$ cat src/logic/fc_login_regs.svh
// Summary of operation
// - Initiator sets continuously increasing offset flag.
// - Offset flag clear: reject, reason 03h/0Fh.
// - Relative offset present only when F_CTL bit3 set.
// - Accept returns offset and alternate credit flags one.
// - Accept clears remaining common feature flags.
// - Resolution flag: one means 1 ns, zero 1 ms.
// - Payload flag: one 256 bytes, zero 116.
// - N/F flag: one fabric port, zero node.
// - Data field size 256..2112, multiple of four.
// - Zero concurrent sequences rejected 03h/09h; accept FFh.
// - Offset-by-category accept value 0002h.
// - Timeout value unchecked, returned as zero.
// - Only class 3 parameters are checked.
// - Class 3 validity clear: reject 03h/01h.
// - Class 3 options byte accept default 80h.
// - Intermix, transparent, lock, sequential returned zero.
// - Buffer credit field returned zero.
`ifndef FC_LOGIN_REGS_SVH
`define FC_LOGIN_REGS_SVH
// Common feature bit positions in word 2 upper half
`define CF_CIO_BIT      15
`define CF_RRO_BIT      14
`define CF_VV_BIT       13
`define CF_NF_BIT       12
`define CF_ABCM_BIT     11
`define CF_EDRES_BIT    10
`define CF_DS_BIT       6
`define CF_DHD_BIT      2
`define CF_SEQCNT_BIT   1
`define CF_PL_BIT       0
`define FCTL_RO_BIT     3
// Reject codes
`define RJT_REASON      8'h03
`define RJT_EXP_COMMON  8'h0F
`define RJT_EXP_CONCUR  8'h09
`define RJT_EXP_OPTIONS 8'h01
`define RJT_EXP_RXSIZE  8'h07
// Limits and accept values
`define RXSIZE_MIN      12'h100
`define RXSIZE_MAX      12'h840
`define ACC_FEATURES    16'h8800
`define ACC_CONCUR      16'h00FF
`define ACC_ROCAT       16'h0002
`define ACC_EDTOV       32'h00000000
`define ACC_BBCREDIT    16'h0000
`define ACC_OPTIONS     8'h80
`define OPT_CV_BIT      7
`define CHECK_CYCLES    2'h2
`define CTRL_RESET      1'b1
// Software register offsets
`define REG_STATUS      4'h0
`define REG_IRQ_CLEAR   4'h1
`define REG_IRQ_ENABLE  4'h2
`define REG_RESULT      4'h3
`define REG_CTRL        4'h4
`endif

$ cat src/logic/fc_login_pkg.sv
`default_nettype none
package fc_login_pkg;
  typedef enum logic [1:0]
  {
    ST_IDLE  = 2'b00,
    ST_CHECK = 2'b01,
    ST_REPLY = 2'b10
  } dev_state_t;
  // Login request fields
  typedef struct packed
  {
    logic [15:0] features;
    logic [15:0] bbCredit;
    logic [11:0] rxSize;
    logic [15:0] concurSeq;
    logic [15:0] roCategory;
    logic [31:0] edTov;
    logic [7:0]  class3Options;
    logic [7:0]  fCtl;
  } login_param_t;
endpackage
`default_nettype wire

$ cat src/logic/fc_login_if.sv
`default_nettype none
interface fc_login_if;
  logic                        reqValid;
  fc_login_pkg::login_param_t  reqParam;
  logic                        rspValid;
  logic                        rspAccept;
  logic [7:0]                  rspReason;
  logic [7:0]                  rspExplain;
  fc_login_pkg::login_param_t  rspParam;
  logic                        roPresent;
  modport device
  (
    input  reqValid,
    input  reqParam,
    output rspValid,
    output rspAccept,
    output rspReason,
    output rspExplain,
    output rspParam,
    output roPresent
  );
  modport initiator
  (
    output reqValid,
    output reqParam,
    input  rspValid,
    input  rspAccept,
    input  rspReason,
    input  rspExplain,
    input  rspParam,
    input  roPresent
  );
endinterface
`default_nettype wire

$ cat src/logic/fc_login_device.sv
// The implementer's own choices: the address map and the address-and-strobe port.
`include "fc_login_regs.svh"
`default_nettype none
module fc_login_device
(
  // Clock and reset
  input  wire logic          clk_sys,
  input  wire logic          sys_rst,
  // Link side
  fc_login_if.device         link,
  // Software port
  input  wire logic [3:0]    regAddr,
  input  wire logic [31:0]   regWrData,
  input  wire logic          regWrite,
  input  wire logic          regRead,
  output logic [31:0]        regRdData,
  output logic               irq
);
  // ****************************************
  // State
  // ****************************************
  // One record holds all state so reset and update stay in step
  typedef struct packed
  {
    fc_login_pkg::dev_state_t    state;
    logic [1:0]                  count;
    fc_login_pkg::login_param_t  req;
    logic                        rspValid;
    logic                        rspAccept;
    logic [7:0]                  rspReason;
    logic [7:0]                  rspExplain;
    fc_login_pkg::login_param_t  rspParam;
    logic                        roPresent;
    logic [2:0]                  status;
    logic [2:0]                  enable;
    logic                        checkRxSize;
    logic [31:0]                 rdData;
    logic                        irq;
  } dev_t;

  dev_t cur_reg;
  dev_t cur_next;

  // ****************************************
  // Checks
  // ****************************************
  // Size window and word alignment of the receive data field
  function automatic logic sizeBad
  (
    input logic [11:0] size
  );
    sizeBad = (size < `RXSIZE_MIN) || (size > `RXSIZE_MAX)
              || (size[1:0] != 2'b00);
  endfunction

  // Reject explanation, or zero when every check passes
  // Priority matters: a request with several faults reports only the first
  // A bad size reuses 0Fh, one code for every common field fault
  function automatic logic [7:0] rejectExplain
  (
    input fc_login_pkg::login_param_t req,
    input logic                       sizeOn
  );
    // Timeout value and the other classes are never inspected
    if (!req.features[`CF_CIO_BIT])
      rejectExplain = `RJT_EXP_COMMON;
    else if (sizeOn && sizeBad(req.rxSize))
      rejectExplain = `RJT_EXP_COMMON;
    else if (req.concurSeq == 16'h0000)
      rejectExplain = `RJT_EXP_CONCUR;
    else if (!req.class3Options[`OPT_CV_BIT])
      rejectExplain = `RJT_EXP_OPTIONS;
    else
      rejectExplain = 8'h00;
  endfunction

  // Fixed accept payload; of the request only the size is echoed
  // Fields not named here go out as zero
  function automatic fc_login_pkg::login_param_t acceptPayload
  (
    input logic [11:0] size
  );
    acceptPayload = '0;
    acceptPayload.features = `ACC_FEATURES;
    acceptPayload.bbCredit = `ACC_BBCREDIT;
    acceptPayload.rxSize = size;
    acceptPayload.concurSeq = `ACC_CONCUR;
    acceptPayload.roCategory = `ACC_ROCAT;
    acceptPayload.edTov = `ACC_EDTOV;
    acceptPayload.class3Options = `ACC_OPTIONS;
  endfunction

  // Read decode; unmapped and write-only words read as zero
  function automatic logic [31:0] readWord
  (
    input logic [3:0] addr,
    input dev_t       cur
  );
    unique case (addr)
      `REG_STATUS:     readWord = {29'h0, cur.status};
      `REG_IRQ_ENABLE: readWord = {29'h0, cur.enable};
      `REG_RESULT:     readWord = {15'h0, cur.rspAccept, cur.rspReason,
                                   cur.rspExplain};
      `REG_CTRL:       readWord = {31'h0, cur.checkRxSize};
      default:         readWord = 32'h00000000;
    endcase
  endfunction

  // ****************************************
  // Next state
  // ****************************************
  // Register map, by word index:
  //   0 status, read only: bit 2 reply, bit 1 reject, bit 0 accept
  //   1 clear, write ones to drop status bits
  //   2 interrupt enable, same layout as status
  //   3 last result: accept bit 16, reason 15:8, explanation 7:0
  //   4 control: bit 0 turns the size check on, set by reset
  // One request at a time; the answer always takes the same cycle count
  always_comb
  begin
    logic [2:0] evt;
    logic [2:0] clr;
    evt = 3'h0;
    clr = 3'h0;
    cur_next = cur_reg;
    cur_next.rspValid = 1'b0;
    unique case (cur_reg.state)
      fc_login_pkg::ST_IDLE:
      begin
        // A request while busy is dropped; the initiator keeps one open
        if (link.reqValid)
        begin
          cur_next.req = link.reqParam;
          cur_next.count = `CHECK_CYCLES;
          cur_next.state = fc_login_pkg::ST_CHECK;
        end
      end
      fc_login_pkg::ST_CHECK:
      begin
        // Fixed wait hides which check failed from the answer time
        cur_next.count = cur_reg.count - 2'h1;
        if (cur_reg.count == 2'h1)
          cur_next.state = fc_login_pkg::ST_REPLY;
      end
      fc_login_pkg::ST_REPLY:
      begin
        cur_next.rspValid = 1'b1;
        cur_next.roPresent = cur_reg.req.fCtl[`FCTL_RO_BIT];
        cur_next.rspExplain = rejectExplain(cur_reg.req, cur_reg.checkRxSize);
        // Accept only when no check found a fault
        cur_next.rspAccept = (cur_next.rspExplain == 8'h00);
        if (cur_next.rspAccept)
          cur_next.rspReason = 8'h00;
        else
          cur_next.rspReason = `RJT_REASON;
        // Payload is sent on both answers; it only counts with an accept
        cur_next.rspParam = acceptPayload(cur_reg.req.rxSize);
        // Event bits: 0 accept, 1 reject, 2 any reply
        evt = {1'b1, ~cur_next.rspAccept, cur_next.rspAccept};
        cur_next.state = fc_login_pkg::ST_IDLE;
      end
      default:
        cur_next.state = fc_login_pkg::ST_IDLE;
    endcase
    // Software port; an event in this cycle wins over its clear
    cur_next.rdData = 32'h00000000;
    if (regWrite && regAddr == `REG_IRQ_CLEAR)
      clr = regWrData[2:0];
    cur_next.status = (cur_reg.status & ~clr) | evt;
    if (regWrite && regAddr == `REG_IRQ_ENABLE)
      cur_next.enable = regWrData[2:0];
    if (regWrite && regAddr == `REG_CTRL)
      cur_next.checkRxSize = regWrData[0];
    if (regRead)
      cur_next.rdData = readWord(regAddr, cur_reg);
    cur_next.irq = |(cur_next.status & cur_next.enable);
  end

  // ****************************************
  // Registers
  // ****************************************
  // Synchronous reset; the size check comes up enabled
  always_ff @(posedge clk_sys)
  begin
    if (sys_rst)
    begin
      cur_reg <= '0;
      cur_reg.state <= fc_login_pkg::ST_IDLE;
      cur_reg.checkRxSize <= `CTRL_RESET;
    end
    else
      cur_reg <= cur_next;
  end

  // ****************************************
  // Outputs
  // ****************************************
  // Every output is a register bit; nothing combinational leaves
  // Reply fields hold until the next reply overwrites them, except rspValid, which is high for one cycle only
  assign link.rspValid = cur_reg.rspValid;
  assign link.rspAccept = cur_reg.rspAccept;
  assign link.rspReason = cur_reg.rspReason;
  assign link.rspExplain = cur_reg.rspExplain;
  assign link.rspParam = cur_reg.rspParam;
  assign link.roPresent = cur_reg.roPresent;
  assign regRdData = cur_reg.rdData;
  assign irq = cur_reg.irq;
endmodule
`default_nettype wire

$ cat src/flat_wrapper.sv
// flat-port wrapper written by rule: the top's interface ports become plain ports
module fc_login_device_flat 
  (clk_sys, sys_rst, regAddr, regWrData, regWrite, regRead, regRdData, irq, link_reqValid, link_reqParam, link_rspValid, link_rspAccept, link_rspReason, link_rspExplain, link_rspParam, link_roPresent);
  fc_login_if link_i ();
  input  wire logic clk_sys;
  input  wire logic sys_rst;
  input  wire logic [3:0] regAddr;
  input  wire logic [31:0] regWrData;
  input  wire logic regWrite;
  input  wire logic regRead;
  output logic [31:0] regRdData;
  output logic irq;
  input wire logic [$bits(link_i.reqValid)-1:0] link_reqValid;
  input wire logic [$bits(link_i.reqParam)-1:0] link_reqParam;
  output wire logic [$bits(link_i.rspValid)-1:0] link_rspValid;
  output wire logic [$bits(link_i.rspAccept)-1:0] link_rspAccept;
  output wire logic [$bits(link_i.rspReason)-1:0] link_rspReason;
  output wire logic [$bits(link_i.rspExplain)-1:0] link_rspExplain;
  output wire logic [$bits(link_i.rspParam)-1:0] link_rspParam;
  output wire logic [$bits(link_i.roPresent)-1:0] link_roPresent;
  assign link_i.reqValid = link_reqValid;
  assign link_i.reqParam = link_reqParam;
  assign link_rspValid = link_i.rspValid;
  assign link_rspAccept = link_i.rspAccept;
  assign link_rspReason = link_i.rspReason;
  assign link_rspExplain = link_i.rspExplain;
  assign link_rspParam = link_i.rspParam;
  assign link_roPresent = link_i.roPresent;
  fc_login_device u_core (.clk_sys(clk_sys), .sys_rst(sys_rst), .link(link_i), .regAddr(regAddr), .regWrData(regWrData), .regWrite(regWrite), .regRead(regRead), .regRdData(regRdData), .irq(irq));
endmodule
$ cat config.mk
export PLATFORM = sky130hd
export DESIGN_NAME = fc_login_device_flat
export DESIGN_NICKNAME = d
export VERILOG_FILES = /design/src/logic/fc_login_pkg.sv /design/src/logic/fc_login_if.sv /design/src/logic/fc_login_device.sv /design/src/flat_wrapper.sv
export VERILOG_INCLUDE_DIRS = /design/src /design/src/logic
export SDC_FILE = /design/constraint.sdc
export NUM_CORES = 1
export LEC_CHECK = 0
export BUFFER_PORTS_ARGS = -buffer_cell sky130_fd_sc_hd__buf_2
export CORE_AREA = 2 2 134 136
export DETAILED_ROUTE_END_ITERATION = 10
export DIE_AREA = 0 0 136 138
export SLEW_MARGIN = 20
export SYNTH_ARGS = -nofsm -noshare
export SYNTH_HDL_FRONTEND = slang
export SYNTH_SLANG_ARGS = --single-unit
$ cat constraint.sdc
create_clock -name clk_sys -period 2.4 [get_ports clk_sys]
set_clock_uncertainty 0.2 [all_clocks]
set_input_delay 0.48 -clock clk_sys [delete_from_list [all_inputs] [get_ports clk_sys]]
set_output_delay 0.48 -clock clk_sys [all_outputs]
set_load 0.01 [all_outputs]
==> metrics.md <==
| Metric | Value |
|---|---|
| Longest Clk Path Bufs | `2` |
| Worst-Skew Late Latency | `0.33 ns` |
| Post-cts resize count | `0` |
| Final worst slack | `0.166 ns` |
| CTS tree | `built` |
| Delay-heaviest family, CP | `compound AO/OA/AOI/OAI gates` |
| NetSw | `784 uW` |
| M1 GR Usage | `0.103` |
| Syn. warnings | `0` |
| Post-CTS Setup Bufs | `0` |
| Vias in the first global route | `2145` |
| Die H | `138 um` |
| DP HPWL | `5630 um` |
| Async S/R FF share, synth | `0` |
| DRT Wirelength | `7550 um` |
| Largest family of logic cells by synthesized area | `buffers and inverters` |
| Via/cell ratio | `3.43` |
| Nets | `695` |
| Average size of a mapped cell | `8.01 um^2` |
| Die width | `136 um` |
| P per Cell Area | `723 nW/um^2` |
| M3 GR Usage | `0.0286` |
| # rows | `49` |
| Leak | `1.92 nW` |
| Setup crit end kind | `flip-flop` |
| Post-route ant nets | `0` |
| Initial Util | `0.223` |
| Largest register FFs | `42` |
| Slew Limit Fails | `0` |
| Most frequent cells in the layout | `135 x conb_1, 96 x nand2_1, 83 x buf_2` |
| Placed Cells | `747` |
| First drt pass iteration count | `4` |
| GR Util met2 | `0.116` |
| Mux cell area share after synthesis | `0.0160` |
| Peak Freq | `448 MHz` |
| Crit path time final | `2.23 ns` |
| Crit path DAT | `2.22 ns` |
| Cell Area, Synth | `3920 um^2` |
| Required time of the critical path | `2.38 ns` |
| Clock power frac | `0.494` |
| Tcrit/Tclk final | `0.931` |
| Routed WL per cell | `9.89 um` |
| Die Area | `18800 um^2` |
| Core ar. | `17500 um^2` |
| Xor-xnor portion of the synthesized cell area | `0` |
| Slew @ Worst Pin | `0.651 ns` |
| Gr busiest metal | `met2` |
| Post-Synth Adder-Cell Area | `0.00319` |
| CP peak stage delay | `0.54 ns` |
| WP buf/inv | `0` |
| Share of layout cells above drive strength 1 | `0.217` |
| Switching fraction of total power | `0.263` |
| Routed via count | `2622` |
| Worst Setup Slack post-DPL | `0.203 ns` |
| Iteration-0 DRC Markers | `105` |
| Initial antenna violation count | `1` |
| Unrepaired setup endpoints after global routing | `no` |
| Final Setup Violations | `0` |
| Endpoints failing hold | `0` |
| #FFs+latches synth | `69` |
| Distinct cells, synth | `41` |
| Global-route wire length before repair | `11400 um` |
| HP Class | `in -> reg` |
| Global Route Usage Sum | `0.0779` |
| Post-synth EDFFs | `0` |
| Reg2Reg Setup Slack | `0.17 ns` |
| Critical path launch point type | `flip-flop` |
| Outcome | `completed` |
| CTS Sinks | `69` |
| Sequential power share | `0.408` |
| Root Buffer | `clkbuf_16` |
| Main synth FF type | `dfxtp_1` |
| Commonest non-fill, non-tap cell in the layout | `conb_1` |
| Seq/Total Area, Yosys | `0.353` |
| Detailed-route DRC error count | `0` |
| Crit-path max FO | `4` |
| Post-synthesis cell count | `489` |
| Maximum VDD drop | `0.000329 V` |
| Clock transition at path regs | `0.06 ns` |
| Pin count of the biggest net entering global routing | `58` |
| Hold_buf cts | `0` |
| Worst Setup Path Type | `reg -> reg` |
| Layout area overhead | `5.18%` |
| Seq. cell area | `1380 um^2` |
| Io pins | `341` |
| Pint | `2.19 mW` |
| CTS Buf Count | `9` |
| Fin cells | `764` |
| Total gr overflow | `0` |
| Multi-input logic area | `1650 um^2` |
| # fillers | `2007` |
| Port Buf Inserts | `83` |
| Final setup TNS | `0 ns` |
| Gate power share | `0.098` |
| Crit path cell chain | `o41ai_1 -> nand3_1 -> a311oi_4 -> and3_2 -> nor3_1` |
| Simple-Gate Fraction of Synth Area | `0.161` |
| Synth Area in Compound Gates | `0.110` |
| RePlAce Congestion | `0.729` |
| Max-Cap Viols | `0` |
| CP max-delay cell | `o41ai_1` |
| Worst slew margin | `0.566` |
| H-tree depth | `3` |
[stage by stage]
| stage | total power, mW | instance area (um^2) | hold WS [ns] | util |
|---|---|---|---|---|
| finish | 2.98 | 4120 | 0.152 | 0.235 |
| global route | 3.12 | 4120 | 0.146 | 0.235 |
| CTS | 3.02 | 4120 | 0.138 | 0.235 |
| detailed placement | 1.53 | 3790 | 0.243 | 0.216 |
| global placement | 1.53 | 3790 | 0.241 | 0.216 |
| floorplan | 1.62 | 4420 | 0.232 | - |
[layer usage]
layer,up-vias,wire length [um]
met2,125,3310
met3,6,695
met5,-,0
met1,1139,3470
met4,0,80
li1,1352,-
[final timing paths]
path	from	endpoint	depth (start not counted)
max reg2reg	u_core.cur_reg[266]	u_core.link.rspReason[0]	5
max	u_core.cur_reg[266]	u_core.link.rspReason[0]	5
min reg2reg	u_core.link.rspParam[87]	u_core.link.rspParam[87]	2
min	regAddr[3]	u_core.regRdData[0]	2
[power groups by stage]
stage	Sequential, mW	Clock, mW	Combinational [mW]
final	1.21	1.47	0.292
after detailed placement	1.24	0	0.293
after CTS	1.21	1.51	0.293
after global routing	1.22	1.56	0.335
after global placement	1.24	0	0.291
after floorplan	1.23	0	0.389
[kinds of logic (layout without fill, tap and decap cells)]
| group | after synthesis | count (layout) |
|---|---|---|
| buffers and inverters | 199 | 110 |
| AOI/OAI and AO/OA | 68 | 68 |
| adders and majority gates | 1 | 1 |
| and+or+nand+nor | 145 | 145 |
| other | 1 | 136 |
| muxes | 6 | 6 |
| DFF | 69 | 69 |
[cells in the mapped netlist, drive strengths merged, types with 3 or more instances]
cell	n	area [um^2]
a211oi	4	30.0
nand2	96	360
mux2i	4	40.0
nor2	18	67.6
inv	7	26.3
a21oi	46	230
nand3	3	15.0
and2	4	25.0
a22oi	4	35.0
clkbuf	17	63.8
nand2b	5	31.3
nor3	4	20.0
o21ai	4	20.0
dfxtp	69	1380
nor4	4	25.0
buf	175	1300
[final cells by class]
cell class              instances  area share
flip-flops and latches         69       0.335
well taps                     229      0.0696
multi-input cells             355       0.400
clock buffers                   9      0.0547
clock inverters                 7      0.0255
inverters                       7     0.00638
diodes                          1    0.000608
repair buffers                 87       0.108
Power figures use the tool's default switching activity.
